[src/design/mbr_defines.vh]
/*
 * constants for the read and exception unit of the serial slave:
 * function codes, exception and error codes, field limits, holding register offsets.
 * assumes it is included by its bare name from the design files only.
 */
// Functional notes
// unsupported function code gives exception 01h
// diagnosis sub-function not 00h gives 01h
// start address above 1FFFh gives 02h
// start plus count reaching 2000h gives 02h
// register count zero or above 17 gives 03h
// byte count not twice count gives 03h
// wrong data length for function gives 03h
// tool session running gives 04h, error 89h
// internal busy flag gives 04h, error 8Ah
// nonvolatile store alarm gives 04h, error 8Ah
// write value out of range gives 04h/8Ch
// command execution disabled gives 04h, error 8Dh
// exception response carries one exception code byte
// read function returns 16-bit holding registers
// at most 16 registers per read
// registers returned in ascending address order
// master reads both halves in one query
// query start address sent high byte first
// query count high byte first, then check
// check field sent low byte first
// response echoes address, function, byte count
// each register sent high byte first
// exception function equals query function plus 80h
// check is CRC-16, seed FFFFh, poly A001h
// broadcast read gets no response
// checks in fixed order, first failure reported
`ifndef MBR_DEFINES_VH
`define MBR_DEFINES_VH

`define MBR_FC_READ 8'h03
`define MBR_FC_WRITE1 8'h06
`define MBR_FC_DIAG 8'h08
`define MBR_FC_WRITEN 8'h10
`define MBR_FC_EXC_FLAG 8'h80
`define MBR_DIAG_SUB_ECHO 16'h0000
`define MBR_BCAST_ADDR 8'h00

`define MBR_EXC_FUNC 8'h01
`define MBR_EXC_ADDR 8'h02
`define MBR_EXC_DATA 8'h03
`define MBR_EXC_SLAVE 8'h04

`define MBR_ERR_NONE 8'h00
`define MBR_ERR_TOOL 8'h89
`define MBR_ERR_NVBUSY 8'h8a
`define MBR_ERR_RANGE 8'h8c
`define MBR_ERR_DISABLED 8'h8d

`define MBR_ADDR_MAX 16'h1fff
`define MBR_ADDR_LIMIT 17'h02000
`define MBR_CNT_LIMIT 16'h0011
`define MBR_READ_MAX 16
`define MBR_FIXED_DLEN 9'h004
`define MBR_MULTI_HDR_DLEN 9'h005
`define MBR_HDR_BYTES 9'h002
`define MBR_LEN_SAT 9'h1ff

`define MBR_CRC_SEED 16'hffff
`define MBR_CRC_POLY 16'ha001

`define MBR_REG_POS1_HI 16'h0402
`define MBR_REG_POS1_LO 16'h0403
`define MBR_REG_POS2_HI 16'h0404
`define MBR_REG_POS2_LO 16'h0405
`define MBR_POS_REGS 4
`define MBR_POS_RESET 16'h0000

`endif

[src/design/mbr_crc16.v]
/*
 * crc-16 accumulator for the response byte stream, shifted right bit by bit.
 * assumes the caller clears it before the first byte and feeds each byte once.
 */
`include "mbr_defines.vh"

module mbr_crc16 (
    input wire ref_clk,
    input wire rst,
    input wire clr,
    input wire en,
    input wire [7:0] data,
    output reg [15:0] crc_q
);

reg [15:0] crc_d;
integer i;

////////////////////////////////////////////////////////////////////////////////
// one byte per enable, lsb first
always @* begin
    crc_d = crc_q ^ {8'h00, data};
    for (i = 0; i < 8; i = i + 1) begin
        if (crc_d[0]) begin
            crc_d = (crc_d >> 1) ^ `MBR_CRC_POLY;
        end else begin
            crc_d = crc_d >> 1;
        end
    end
end

always @(posedge ref_clk or posedge rst) begin
    if (rst) begin
        crc_q <= `MBR_CRC_SEED;
    end else if (clr) begin
        crc_q <= `MBR_CRC_SEED;
    end else if (en) begin
        crc_q <= crc_d;
    end
end

endmodule // mbr_crc16

[src/design/mbr_unit.v]
/*
 * query checker and holding register read responder of the serial slave.
 * assumes the framing layer delivers crc-checked query bytes without the check
 * field, then an end pulse; all status inputs come from logic on ref_clk.
 */
`include "mbr_defines.vh"

module mbr_unit #(
    parameter READ_MAX = `MBR_READ_MAX
) (
    input wire ref_clk,
    input wire rst,
    input wire [7:0] slave_addr,
    input wire [7:0] rx_data,
    input wire rx_valid,
    input wire rx_end,
    input wire tool_session_busy,
    input wire internal_busy_flag,
    input wire nonvolatile_store_alarm,
    input wire write_range_error,
    input wire command_disabled,
    input wire wr_en,
    input wire [15:0] wr_addr,
    input wire [15:0] wr_data,
    output wire [15:0] rd_addr,
    input wire [15:0] rd_data,
    output wire [7:0] tx_data,
    output wire tx_valid,
    output wire tx_last,
    input wire tx_ready,
    output wire exc_valid,
    output wire [7:0] exc_code,
    output wire [7:0] comm_err_code,
    output wire exec_valid,
    output wire [7:0] exec_func,
    output wire unit_busy
);

localparam [2:0] S_IDLE = 3'd0;
localparam [2:0] S_CHECK = 3'd1;
localparam [2:0] S_HEAD = 3'd2;
localparam [2:0] S_DATA = 3'd3;
localparam [2:0] S_CRCL = 3'd4;
localparam [2:0] S_CRCH = 3'd5;
localparam [2:0] S_FIN = 3'd6;

localparam integer READ_MAX_I = READ_MAX;

////////////////////////////////////////////////////////////////////////////////
// state and storage
reg [2:0] state_q;
reg [7:0] qbyte_q [0:6];
reg [8:0] len_q;
reg [1:0] step_q;
reg [5:0] dcnt_q;
reg [15:0] raddr_q;
reg [7:0] lo_q;
reg [7:0] tx_data_q;
reg tx_valid_q;
reg tx_last_q;
reg is_exc_q;
reg [7:0] exc_code_q;
reg [7:0] err_code_q;
reg exc_valid_q;
reg exec_valid_q;
reg [7:0] exec_func_q;
reg [15:0] pos_q [0:`MBR_POS_REGS-1];
wire [15:0] crc_q;
reg crc_en;
reg [7:0] next_byte;

////////////////////////////////////////////////////////////////////////////////
// position holding registers, written by the neighbouring write logic
genvar g;
generate
    for (g = 0; g < `MBR_POS_REGS; g = g + 1) begin : g_pos
        always @(posedge ref_clk or posedge rst) begin
            if (rst) begin
                pos_q[g] <= `MBR_POS_RESET;
            end else if (wr_en && wr_addr == `MBR_REG_POS1_HI + g) begin
                pos_q[g] <= wr_data;
            end
        end
    end
endgenerate

////////////////////////////////////////////////////////////////////////////////
// query capture
integer k;
always @(posedge ref_clk or posedge rst) begin
    if (rst) begin
        len_q <= 9'h000;
        for (k = 0; k < 7; k = k + 1) begin
            qbyte_q[k] <= 8'h00;
        end
    end else if (state_q == S_IDLE) begin
        if (rx_end) begin
            len_q <= len_q;
        end else if (rx_valid) begin
            if (len_q < 9'd7) begin
                qbyte_q[len_q[2:0]] <= rx_data;
            end
            if (len_q != `MBR_LEN_SAT) begin
                len_q <= len_q + 9'h001;
            end
        end
    end else if (state_q == S_CHECK) begin
        len_q <= 9'h000;
    end
end

////////////////////////////////////////////////////////////////////////////////
// query checks
wire [7:0] q_addr = qbyte_q[0];
wire [7:0] q_func = qbyte_q[1];
wire [15:0] q_start = {qbyte_q[2], qbyte_q[3]};
wire [15:0] q_cnt = {qbyte_q[4], qbyte_q[5]};
wire [7:0] q_bc = qbyte_q[6];
wire [8:0] dlen = (len_q >= `MBR_HDR_BYTES) ? len_q - `MBR_HDR_BYTES : 9'h000;
wire is_read = q_func == `MBR_FC_READ;
wire is_diag = q_func == `MBR_FC_DIAG;
wire is_w1 = q_func == `MBR_FC_WRITE1;
wire is_wn = q_func == `MBR_FC_WRITEN;
wire is_write = is_w1 || is_wn;
wire has_cnt = is_read || is_wn;
wire bcast = q_addr == `MBR_BCAST_ADDR;
wire for_me = bcast || q_addr == slave_addr;
wire [16:0] addr_sum = {1'b0, q_start} + {1'b0, q_cnt};

wire func_bad = !(is_read || is_diag || is_write);
wire sub_bad = is_diag && dlen >= 9'd2 && q_start != `MBR_DIAG_SUB_ECHO;
wire addr_bad = (is_read || is_write) && dlen >= 9'd2 &&
    (q_start > `MBR_ADDR_MAX ||
     (has_cnt && dlen >= 9'd4 && addr_sum >= `MBR_ADDR_LIMIT));
wire len_bad = is_wn ? (dlen < `MBR_MULTI_HDR_DLEN || dlen != `MBR_MULTI_HDR_DLEN + {1'b0, q_bc})
    : (dlen != `MBR_FIXED_DLEN);
wire cnt_bad = has_cnt && (q_cnt == 16'h0000 || q_cnt > `MBR_CNT_LIMIT ||
    (is_read && {16'h0000, q_cnt} > READ_MAX_I));
wire bc_bad = is_wn && {8'h00, q_bc} != {q_cnt[14:0], 1'b0};

reg chk_exc;
reg [7:0] chk_code;
reg [7:0] chk_err;
always @* begin
    chk_exc = 1'b1;
    chk_code = `MBR_EXC_SLAVE;
    chk_err = `MBR_ERR_NONE;
    if (func_bad || sub_bad) begin
        chk_code = `MBR_EXC_FUNC;
    end else if (addr_bad) begin
        chk_code = `MBR_EXC_ADDR;
    end else if (len_bad || cnt_bad || bc_bad) begin
        chk_code = `MBR_EXC_DATA;
    end else if (tool_session_busy) begin
        chk_err = `MBR_ERR_TOOL;
    end else if (internal_busy_flag || nonvolatile_store_alarm) begin
        chk_err = `MBR_ERR_NVBUSY;
    end else if (is_write && write_range_error) begin
        chk_err = `MBR_ERR_RANGE;
    end else if (command_disabled) begin
        chk_err = `MBR_ERR_DISABLED;
    end else begin
        chk_exc = 1'b0;
        chk_code = 8'h00;
    end
end

////////////////////////////////////////////////////////////////////////////////
// register word for the current read address
wire [15:0] pos_idx = raddr_q - `MBR_REG_POS1_HI;
wire pos_hit = raddr_q >= `MBR_REG_POS1_HI && raddr_q <= `MBR_REG_POS2_LO;
wire [15:0] cur_word = pos_hit ? pos_q[pos_idx[1:0]] : rd_data;

////////////////////////////////////////////////////////////////////////////////
// response byte selection
wire can_load = !tx_valid_q || tx_ready;
always @* begin
    next_byte = 8'h00;
    crc_en = 1'b0;
    case (state_q)
        S_HEAD: begin
            crc_en = can_load;
            case (step_q)
                2'd0: begin
                    next_byte = q_addr;
                end
                2'd1: begin
                    next_byte = is_exc_q ? (q_func | `MBR_FC_EXC_FLAG) : q_func;
                end
                default: begin
                    next_byte = is_exc_q ? exc_code_q : {q_cnt[6:0], 1'b0};
                end
            endcase
        end
        S_DATA: begin
            crc_en = can_load;
            next_byte = dcnt_q[0] ? lo_q : cur_word[15:8];
        end
        S_CRCL: begin
            next_byte = crc_q[7:0];
        end
        S_CRCH: begin
            next_byte = crc_q[15:8];
        end
        default: begin
            next_byte = 8'h00;
        end
    endcase
end

mbr_crc16 u_crc (
    .ref_clk(ref_clk),
    .rst(rst),
    .clr(state_q == S_CHECK),
    .en(crc_en),
    .data(next_byte),
    .crc_q(crc_q)
);

////////////////////////////////////////////////////////////////////////////////
// sequencer
always @(posedge ref_clk or posedge rst) begin
    if (rst) begin
        state_q <= S_IDLE;
        step_q <= 2'd0;
        dcnt_q <= 6'd0;
        raddr_q <= 16'h0000;
        lo_q <= 8'h00;
        tx_data_q <= 8'h00;
        tx_valid_q <= 1'b0;
        tx_last_q <= 1'b0;
        is_exc_q <= 1'b0;
        exc_code_q <= 8'h00;
        err_code_q <= `MBR_ERR_NONE;
        exc_valid_q <= 1'b0;
        exec_valid_q <= 1'b0;
        exec_func_q <= 8'h00;
    end else begin
        exc_valid_q <= 1'b0;
        exec_valid_q <= 1'b0;
        if (tx_valid_q && tx_ready) begin
            tx_valid_q <= 1'b0;
            tx_last_q <= 1'b0;
        end
        case (state_q)
            S_IDLE: begin
                if (rx_end) begin
                    state_q <= S_CHECK;
                end
            end
            S_CHECK: begin
                step_q <= 2'd0;
                dcnt_q <= 6'd0;
                raddr_q <= q_start;
                is_exc_q <= chk_exc;
                exc_code_q <= chk_code;
                err_code_q <= chk_err;
                if (!for_me || len_q < `MBR_HDR_BYTES) begin
                    state_q <= S_IDLE;
                end else if (bcast) begin
                    exec_valid_q <= !chk_exc && is_write;
                    exec_func_q <= q_func;
                    state_q <= S_IDLE;
                end else if (chk_exc) begin
                    exc_valid_q <= 1'b1;
                    state_q <= S_HEAD;
                end else if (is_read) begin
                    state_q <= S_HEAD;
                end else begin
                    exec_valid_q <= 1'b1;
                    exec_func_q <= q_func;
                    state_q <= S_IDLE;
                end
            end
            S_HEAD: begin
                if (can_load) begin
                    tx_data_q <= next_byte;
                    tx_valid_q <= 1'b1;
                    step_q <= step_q + 2'd1;
                    if (step_q == 2'd2) begin
                        state_q <= is_exc_q ? S_CRCL : S_DATA;
                    end
                end
            end
            S_DATA: begin
                if (can_load) begin
                    tx_data_q <= next_byte;
                    tx_valid_q <= 1'b1;
                    dcnt_q <= dcnt_q + 6'd1;
                    if (!dcnt_q[0]) begin
                        lo_q <= cur_word[7:0];
                    end else begin
                        raddr_q <= raddr_q + 16'h0001;
                        if (dcnt_q[5:1] == q_cnt[4:0] - 5'd1) begin
                            state_q <= S_CRCL;
                        end
                    end
                end
            end
            S_CRCL: begin
                if (can_load) begin
                    tx_data_q <= next_byte;
                    tx_valid_q <= 1'b1;
                    state_q <= S_CRCH;
                end
            end
            S_CRCH: begin
                if (can_load) begin
                    tx_data_q <= next_byte;
                    tx_valid_q <= 1'b1;
                    tx_last_q <= 1'b1;
                    state_q <= S_FIN;
                end
            end
            S_FIN: begin
                if (can_load) begin
                    state_q <= S_IDLE;
                end
            end
            default: begin
                state_q <= S_IDLE;
            end
        endcase
    end
end

////////////////////////////////////////////////////////////////////////////////
// outputs
assign rd_addr = raddr_q;
assign tx_data = tx_data_q;
assign tx_valid = tx_valid_q;
assign tx_last = tx_last_q;
assign exc_valid = exc_valid_q;
assign exc_code = exc_code_q;
assign comm_err_code = err_code_q;
assign exec_valid = exec_valid_q;
assign exec_func = exec_func_q;
assign unit_busy = state_q != S_IDLE;

endmodule // mbr_unit

[config.mk]
export PLATFORM = sky130hd
export DESIGN_NAME = mbr_unit
export DESIGN_NICKNAME = d
export VERILOG_FILES = /design/src/design/mbr_crc16.v /design/src/design/mbr_unit.v
export VERILOG_INCLUDE_DIRS = /design/src /design/src/design
export SDC_FILE = /design/constraint.sdc
export NUM_CORES = 1
export LEC_CHECK = 0
export BUFFER_PORTS_ARGS = -buffer_cell sky130_fd_sc_hd__buf_2
export CAP_MARGIN = 20
export CORE_MARGIN = 2
export CORE_UTILIZATION = 47
export CTS_CLUSTER_SIZE = 10
export DETAILED_ROUTE_END_ITERATION = 8
export GPL_ROUTABILITY_DRIVEN = 1
export MAX_ROUTING_LAYER = met4
export PLACE_DENSITY = 0.66
export SETUP_SLACK_MARGIN = 0.2
export SYNTH_ARGS = -nofsm -noshare
export SYNTH_HDL_FRONTEND = slang
export SYNTH_HIERARCHICAL = 1
export SYNTH_SLANG_ARGS = --single-unit
[constraint.sdc]
create_clock -name ref_clk -period 6.47 [get_ports ref_clk]
set_input_delay 0.647 -clock ref_clk [delete_from_list [all_inputs] [get_ports ref_clk]]
set_output_delay 0.647 -clock ref_clk [all_outputs]
set_load 0.02 [all_outputs]
==> impl_results.rst, run 1 <==
.. list-table::
   :header-rows: 1

   * - Metric
     - Value
   * - Clock tree from TritonCTS
     - yes
   * - Most numerous cell on the critical path
     - sky130_fd_sc_hd__xnor2_1
   * - Cell count after synthesis
     - 1,099
   * - Run status
     - finished, final reports clean
   * - Number of buffers and inverters on the critical path
     - 1
   * - Total count of hold-check failures in the final report
     - 0
   * - Wire length after detailed routing
     - 30,500 µm
   * - Worst-path cell with the longest stage delay
     - sky130_fd_sc_hd__nor3_4
   * - Post-synthesis instance area
     - 11,800 µm²
   * - Cell area after layout
     - 13,500 µm²
   * - Number of DRC violations after detailed routing
     - 0
   * - Starting Density
     - 47.4%
   * - Number of sinks driven by the clock tree
     - 208
   * - Grt total ovfl
     - 0
   * - Mean routed wirelength per cell
     - 19.7 µm
   * - HP Class
     - input port to asynchronous set/reset pin
   * - Horiz. Die Dim
     - 163 µm
   * - Half-perimeter wire length of the detailed placement result
     - 21,600 µm
   * - Post-synth top area share
     - 40.6%
   * - Library cell with the highest instance count after synthesis
     - sky130_fd_sc_hd__dfrtp_1
   * - Tightest Pin Transition
     - 1050 ps
   * - Die area
     - 26,500 µm²
   * - Antenna violations before repair
     - 0
   * - Sum of negative setup slack
     - 0 ps
   * - Gp weighted congestion
     - 0.916
   * - Post-layout net count
     - 1,308
   * - Largest stage delay on the critical path
     - 890 ps
   * - Count of fill cells added during filler insertion
     - 2,230
   * - F_max
     - 0.227 GHz
   * - Number of rows created at floorplan
     - 58
   * - Drt first pass iters
     - 7
   * - Proportion of power drawn by flip-flops and latches
     - 34.2%
   * - Worst reg-to-reg path cell count
     - 13
   * - PwrDens
     - 434 nW/µm²
   * - Fin crit share
     - 68.2%
   * - Core box area
     - 25,000 µm²
   * - Final setup viols
     - 0
   * - Global-route wire length before repair
     - 48,100 µm
   * - Count of maximum capacitance violations
     - 0
   * - Number of max-slew violations in the final report
     - 0
   * - Ranking of synthesized cells by area
     - sky130_fd_sc_hd__dfrtp_1 41%, sky130_fd_sc_hd__mux2_2 12%, sky130_fd_sc_hd__ha_1 3.6%
   * - Layout Skew
     - 12.8 ps
   * - Share of cells above drive strength 1
     - 29.1%
   * - GRT Total Usage
     - 23.6%
   * - Share of synthesized flip-flops with an asynchronous set or reset
     - 100%
   * - Cell internal pwr
     - 0.00350 W
   * - Leakage
     - 6.36 nW
   * - Number of synthesized register bits
     - 208
   * - Maximum number of pins on one net before global-route repair
     - 119
   * - Sequential area share after synthesis
     - 44.2%
   * - Unrepaired setup endpoints after global routing
     - false
   * - Switching share of power
     - 40.2%
   * - Synth warnings
     - 6
   * - CTS buffer count
     - 26
   * - Area growth from synthesis to layout
     - 13.9%
   * - Kind of critical path
     - flop to flop
   * - Number of synthesized flops with an enable pin
     - 0
   * - DIE HEIGHT
     - 163 µm
   * - Overall power consumption
     - 0.00585 W
   * - Clock network fraction of design power
     - 23.7%
   * - Arrival time of the worst setup path
     - 4870 ps
   * - Combinational family with the most area after synthesis
     - multiplexers
   * - Worst relative slew slack
     - 30.1%
   * - Peak supply drop
     - 0.276 mV
   * - Critical Path Fanout Max
     - 23
   * - Post-synth top flop
     - sky130_fd_sc_hd__dfrtp_1
   * - Vias
     - 9,071
   * - Fraction of synthesized area in multiplexers
     - 18.7%
   * - Iteration-0 DRC Markers
     - 741
   * - Mean cell area of the mapped netlist
     - 10.8 µm²
   * - Antenna-violating nets left
     - 0
   * - Yosys top cell by area
     - sky130_fd_sc_hd__dfrtp_1
   * - N_diodes
     - 0
   * - Required time at the worst-slack endpoint
     - 6930 ps
   * - Critical path depth
     - 13
   * - Commonest cells post-synth
     - 192 x sky130_fd_sc_hd__dfrtp_1, 130 x sky130_fd_sc_hd__mux2_2, 84 x sky130_fd_sc_hd__nor2_1
   * - Relative contribution of combinational cells to total power
     - 42.1%
   * - Cell-by-cell trace of the critical path
     - inv_1, ha_1, o311ai_0, nor3_4, mux2i_1, o21ai_0, a21oi_1, o22ai_1, xnor2_1, xnor2_1, xnor3_2, and3_1, nor3_1
   * - Time the worst path needs with I/O delays and setup
     - 4410 ps
   * - Clock transition at path regs
     - 60 ps
   * - Root buffer selected by CTS
     - sky130_fd_sc_hd__clkbuf_16
   * - Later-pin clock latency in the skew report
     - 540 ps
   * - Bufs on Longest Clock Path
     - 3
   * - Basic-gate share of the synthesized area counting and, or, nand and nor cells
     - 13.3%
   * - Final cell count without fillers
     - 1,546
   * - Adder and majority gate portion of the synthesized area
     - 3.77%
   * - Number of I/O pins
     - 128
   * - Placed Area
     - 12,700 µm²
   * - Xor-xnor portion of the synthesized cell area
     - 4.72%
   * - Post-CTS setup-driven buffer insertion count
     - 0
   * - Maximum level of the CTS H-tree
     - 1
   * - Cts hold-fix bufs
     - 0
   * - Delay-heaviest family, CP
     - simple AND/OR/NAND/NOR gates
   * - Number of buffers inserted by port buffering
     - 119
   * - Net switching power
     - 0.00236 W
   * - Post-layout utilization of the core
     - 54.0%
   * - Cells resized by post-CTS repair
     - 0
   * - Category of the worst setup path launch point
     - flop
   * - Number of distinct standard cells referenced by the synthesized netlist
     - 79
   * - Post-synthesis compound-gate area fraction
     - 11.8%
   * - Endpoint type of the worst setup path
     - flop
   * - Vias in the first global route
     - 8,788
   * - Cell total after placement
     - 1,500
   * - Detail-routed via count per cell
     - 5.87
==> area by class of cell <==
class	instances	area [µm²]	area share [%]
multi-input cells	809	6250	46.4
well taps	330	413	3.06
clock inverters	3	65.1	0.483
flip-flops and latches	208	5230	38.8
clock buffers	43	754	5.60
inverters	24	97.6	0.724
repair buffers	129	671	4.98
==> power groups by stage <==
stage / logic (W) / registers, W / clock network, W
2_1_floorplan: 0.00186 / 0.00192 / 0
3_3_place_gp: 0.00238 / 0.00201 / 0
4_1_cts: 0.00245 / 0.00199 / 0.00141
3_5_place_dp: 0.00243 / 0.00202 / 0
5_1_grt: 0.00270 / 0.00205 / 0.00147
6_report: 0.00246 / 0.00200 / 0.00139
==> layer usage <==
| metal | GRT usage [%] | part of all wire (%) | vias up |
|---|---|---|---|
| li1 | - | - | 4234 |
| met1 | 32.2 | 45 | 4513 |
| met2 | 37.1 | 47 | 268 |
| met3 | 3.26 | 5.0 | 56 |
| met4 | 6.84 | 2.9 | 0 |
| met5 | - | 0 | - |
==> worst reg2reg max path, delay by kind of cell (launching register included) <==
kind	cells	cell delay [ps]
compound gates	4	600
mux	1	280
xor+xnor	3	1070
simple gates	3	1250
flops	1	720
fa+ha+maj	1	180
buf+inv	1	240
==> registers in the layout, indices dropped and copies added (netlist names), 2 cells and up <==
register       flops
q_cnt             16
q_addr             8
q_func             8
len_q              9
q_bc               8
step_q             2
u_crc/crc_q       16
state_q            3
comm_err_code      4
dcnt_q             6
exc_code           3
rd_addr           16
tx_data            8
q_start           16
exec_func          8
lo_q               8
pos_q             64
==> layout by cell type (no fill, tap or decap), types with 27 or more instances in the layout <==
master                      n
sky130_fd_sc_hd__a21oi_1   63
sky130_fd_sc_hd__o21ai_0   53
sky130_fd_sc_hd__mux2_2   130
sky130_fd_sc_hd__dfrtp_1  192
sky130_fd_sc_hd__xnor2_1   39
sky130_fd_sc_hd__buf_2    119
sky130_fd_sc_hd__nor2_1    84
sky130_fd_sc_hd__ha_1      34
sky130_fd_sc_hd__mux2i_1   27
sky130_fd_sc_hd__nand2_1   58
==> stage by stage <==
step,setup slack [ps],hold slack (ps)
final,2060,271
after global routing,1780,344
after CTS,2080,322
after detailed placement,2100,488
after global placement,2250,484
after floorplan,596,474
==> final timing paths <==
path,start,endpoint,slack [ps]
min,rst,tx_data[4],270
max,rd_addr[0],u_crc/crc_q[14],2060
min in group ref_clk,wr_data[4],pos_q[52],380
min reg2reg,pos_q[34],pos_q[34],500
max in group asynchronous,rst,q_cnt[8],4630
max reg2reg,rd_addr[0],u_crc/crc_q[14],2060
==> logic make-up (layout without fill, tap and decap cells) <==
family | Yosys count | in the layout
AOI/OAI and AO/OA | 219 | 219
xor gates and xnor gates | 62 | 62
adders and majority gates | 35 | 35
buffers and inverters | 89 | 199
DFF | 208 | 208
muxes | 181 | 181
other | 1 | 8
and+or+nand+nor | 304 | 304
No activity file was read; power rests on OpenSTA's default activity.
==> run 2: changes to the inputs <==
- PLACE_DENSITY: 0.66 -> 0.69
- clock period: 6.47 -> 4 ns (I/O delays scaled with it)
==> impl_results.rst, run 2 (synthesis gave the netlist of run 1 again) <==
.. list-table::
   :header-rows: 1

   * - Metric
     - Value
   * - Post-layout utilization of the core
     - 54.3% (+0.36 points)
   * - Count of maximum capacitance violations
     - 0 (unchanged)
   * - Clock tree from TritonCTS
     - yes
   * - Top reg by flops
     - pos_q
   * - Antenna-violating nets left
     - 0 (unchanged)
   * - Die area
     - 26,500 µm² (unchanged)
   * - Global-route wire length before repair
     - 49,500 µm (+2.9%)
   * - Core box area
     - 25,000 µm² (unchanged)
   * - Later-pin clock latency in the skew report
     - 530 ps (about the same)
   * - Min setup slack post-route
     - 402 ps (-1660 ps)
   * - Time the worst path needs with I/O delays and setup
     - 3600 ps (-815 ps)
   * - Mean routed wirelength per cell
     - 19.6 µm (-0.55%)
   * - Final Hold Slack
     - 143 ps (-128 ps)
   * - CTS buffer count
     - 25 (-3.8%)
   * - F_max
     - 0.278 GHz (+23%)
   * - Worst-path cell with the longest stage delay
     - sky130_fd_sc_hd__o41a_2
   * - Launching instance or port of the critical path
     - q_cnt[0]
   * - Critical path depth
     - 10 (-3)
   * - Vias in the first global route
     - 9,009 (+2.5%)
   * - Total count of hold-check failures in the final report
     - 0 (unchanged)
   * - FF-to-FF Start
     - q_cnt[0]
   * - Grt total ovfl
     - 0 (unchanged)
   * - Category of the worst setup path launch point
     - flop
   * - Setup slack at placement
     - 235 ps (-1860 ps)
   * - Unrepaired setup endpoints after global routing
     - false
   * - Largest stage delay on the critical path
     - 640 ps (-250 ps)
   * - Number of buffers inserted by port buffering
     - 119 (unchanged)
   * - Root buffer selected by CTS
     - sky130_fd_sc_hd__clkbuf_16
   * - Most common library cell in the layout ignoring fill and taps
     - sky130_fd_sc_hd__dfrtp_1
   * - Gp weighted congestion
     - 0.946 (+3.3%)
   * - Required time at the worst-slack endpoint
     - 4410 ps (-2520 ps)
   * - Worst reg-to-reg path cell count
     - 10 (-3)
   * - Wire length after detailed routing
     - 30,700 µm (+0.55%)
   * - Count of fill cells added during filler insertion
     - 2,207 (-1.0%)
   * - Area taken by flip-flops and latches
     - 5230 µm² (unchanged)
   * - Layout Skew
     - 12.3 ps (-0.540 ps)
   * - Run status
     - finished, final reports clean
   * - Clock transition at path regs
     - 60 ps (about the same)
   * - Maximum number of pins on one net before global-route repair
     - 64 (-46%)
   * - Last element of the critical path
     - exec_func[4]
   * - Critical Path Fanout Max
     - 8 (-65%)
   * - PwrDens
     - 689 nW/µm² (+59%)
   * - Number of max-slew violations in the final report
     - 0 (unchanged)
   * - Detail-routed via count per cell
     - 5.88 (+0.21%)
   * - Leakage
     - 6.40 nW (+0.71%)
   * - Iteration-0 DRC Markers
     - 680 (-8.2%)
   * - Proportion of power drawn by flip-flops and latches
     - 33.9% (-0.3 points)
   * - Starting Density
     - 47.4% (unchanged)
   * - Worst flop-to-flop path endpoint
     - exec_func[4]
   * - Startpoint of the tightest hold check path
     - wr_data[6]
   * - Top library cells by usage in the layout, fill and taps aside
     - 192 x sky130_fd_sc_hd__dfrtp_1, 130 x sky130_fd_sc_hd__mux2_2, 119 x sky130_fd_sc_hd__buf_2
   * - Number of flip-flops in the largest register
     - 64 (unchanged)
   * - Net switching power
     - 0.00379 W (+61%)
   * - Flop-to-flop setup slack
     - 400 ps (-1660 ps)
   * - Endpoint type of the worst setup path
     - flop
   * - Kind of critical path
     - flop to flop
   * - Arrival time of the worst setup path
     - 4010 ps (-860 ps)
   * - Cell-by-cell trace of the critical path
     - ha_1, fa_1, a211o_1, o2111ai_1, nand3_1, a31oi_1, mux2i_1, o41a_1, o41a_2, mux2_4
   * - Cell internal pwr
     - 0.00556 W (+59%)
   * - Share of cells above drive strength 1
     - 29.9% (+0.83 points)
   * - Maximum level of the CTS H-tree
     - 1 (unchanged)
   * - Area of the multi-input gates
     - 6250 µm² (about the same)
   * - Fin crit share
     - 89.9% (+22 points)
   * - Number of rows created at floorplan
     - 58 (unchanged)
   * - GRT Total Usage
     - 24.1% (+0.54 points)
   * - Half-perimeter wire length of the detailed placement result
     - 22,200 µm (+3.2%)
   * - Clock network fraction of design power
     - 21.9% (-1.8 points)
   * - Number of buffers and inverters on the critical path
     - 0 (-1)
   * - Vias
     - 9,190 (+1.3%)
   * - Antenna violations before repair
     - 4 (+4)
   * - Overall power consumption
     - 0.00934 W (+60%)
   * - Tightest Pin Transition
     - 901 ps (-144 ps)
   * - Relative contribution of combinational cells to total power
     - 44.1% (+2.0 points)
   * - HP Class
     - input port to flop
   * - Drt first pass iters
     - 5 (-2)
   * - Final setup viols
     - 0 (unchanged)
   * - Delay-heaviest family, CP
     - compound AO/OA/AOI/OAI gates
   * - Area growth from synthesis to layout
     - 14.7%
   * - Number of sinks driven by the clock tree
     - 208 (unchanged)
   * - Post-layout net count
     - 1,324 (+1.2%)
   * - Number of I/O pins
     - 128 (unchanged)
   * - Sum of negative setup slack
     - 0 ps (unchanged)
   * - Number of DRC violations after detailed routing
     - 0 (unchanged)
   * - DIE HEIGHT
     - 163 µm (unchanged)
   * - Worst relative slew slack
     - 39.6% (+9.5 points)
   * - Horiz. Die Dim
     - 163 µm (unchanged)
   * - Switching share of power
     - 40.5% (+0.29 points)
   * - Peak supply drop
     - 0.374 mV (+35%)
   * - Bufs on Longest Clock Path
     - 3 (unchanged)
-- run 2: cell types whose count changed in the layout (fill, tap and decap cells not counted), sizes merged --
cell,delta
buf,+16
bufinv,-1
clkbuf,-3
clkinv,-2
clkinvlp,+2
diode,+4
dlygate4sd3,+1
-- run 2: worst min-delay path by stage --
stage / cells after the start / slack, ps / to
2_1_floorplan: 1 / 470 / pos_q[0]
3_3_place_gp: 1 / 480 / pos_q[14]
3_5_place_dp: 1 / 490 / pos_q[14]
4_1_cts: 2 / 110 / pos_q[58]
5_1_grt: 2 / 140 / pos_q[3]
6_report: 2 / 140 / pos_q[22]
-- run 2: cell type report --
class	instances	area share, %
clock inverter	2	0.203
timing repair buffer	146	6.27
sequential	208	38.5
tap	330	3.04
clock buffer	40	5.10
antenna	4	0.0738
multi-input combinational	809	46.1
inverter	24	0.692
-- run 2: per-layer routing --
layer / share of wire (%) / global-route usage (%) / up-vias
met3: 6.0 / 4.56 / 56
li1: - / - / 4279
met2: 47 / 37.8 / 256
met5: 0 / - / -
met4: 2.9 / 6.92 / 0
met1: 44 / 32.2 / 4599
-- run 2: per-stage QoR --
stage,cell area (µm²),cells
finish,13600,1563
global route,13600,1563
CTS,13500,1555
detailed placement,12800,1513
global placement,12800,1513
floorplan,11900,1106
-- run 2: timing repair --
| action | 4_1_cts | 5_1_grt |
|---|---|---|
| resized for setup | 0 | 3 |
| hold buffers | 0 | 1 |
| endpoints found under the hold margin | 0 | 30 |
| buffers inserted | 0 | 2 |
| endpoints found under the setup margin | 0 | 11 |
-- run 2: power groups by stage --
stage	Combinational, W	Clock [W]	Sequential [W]
5_1_grt	0.00450	0.00218	0.00324
3_5_place_dp	0.00407	0	0.00319
6_report	0.00412	0.00205	0.00317
4_1_cts	0.00409	0.00209	0.00316
2_1_floorplan	0.00302	0	0.00310
3_3_place_gp	0.00402	0	0.00317
-- run 2: worst reg2reg max path: cells and delay by family, from the launching register on --
kind                       cells  cell delay (ps)
muxes                          2              440
adders and majority gates      2              650
DFF                            1              510
and+or+nand+nor                1              100
AOI/OAI and AO/OA              5             1780
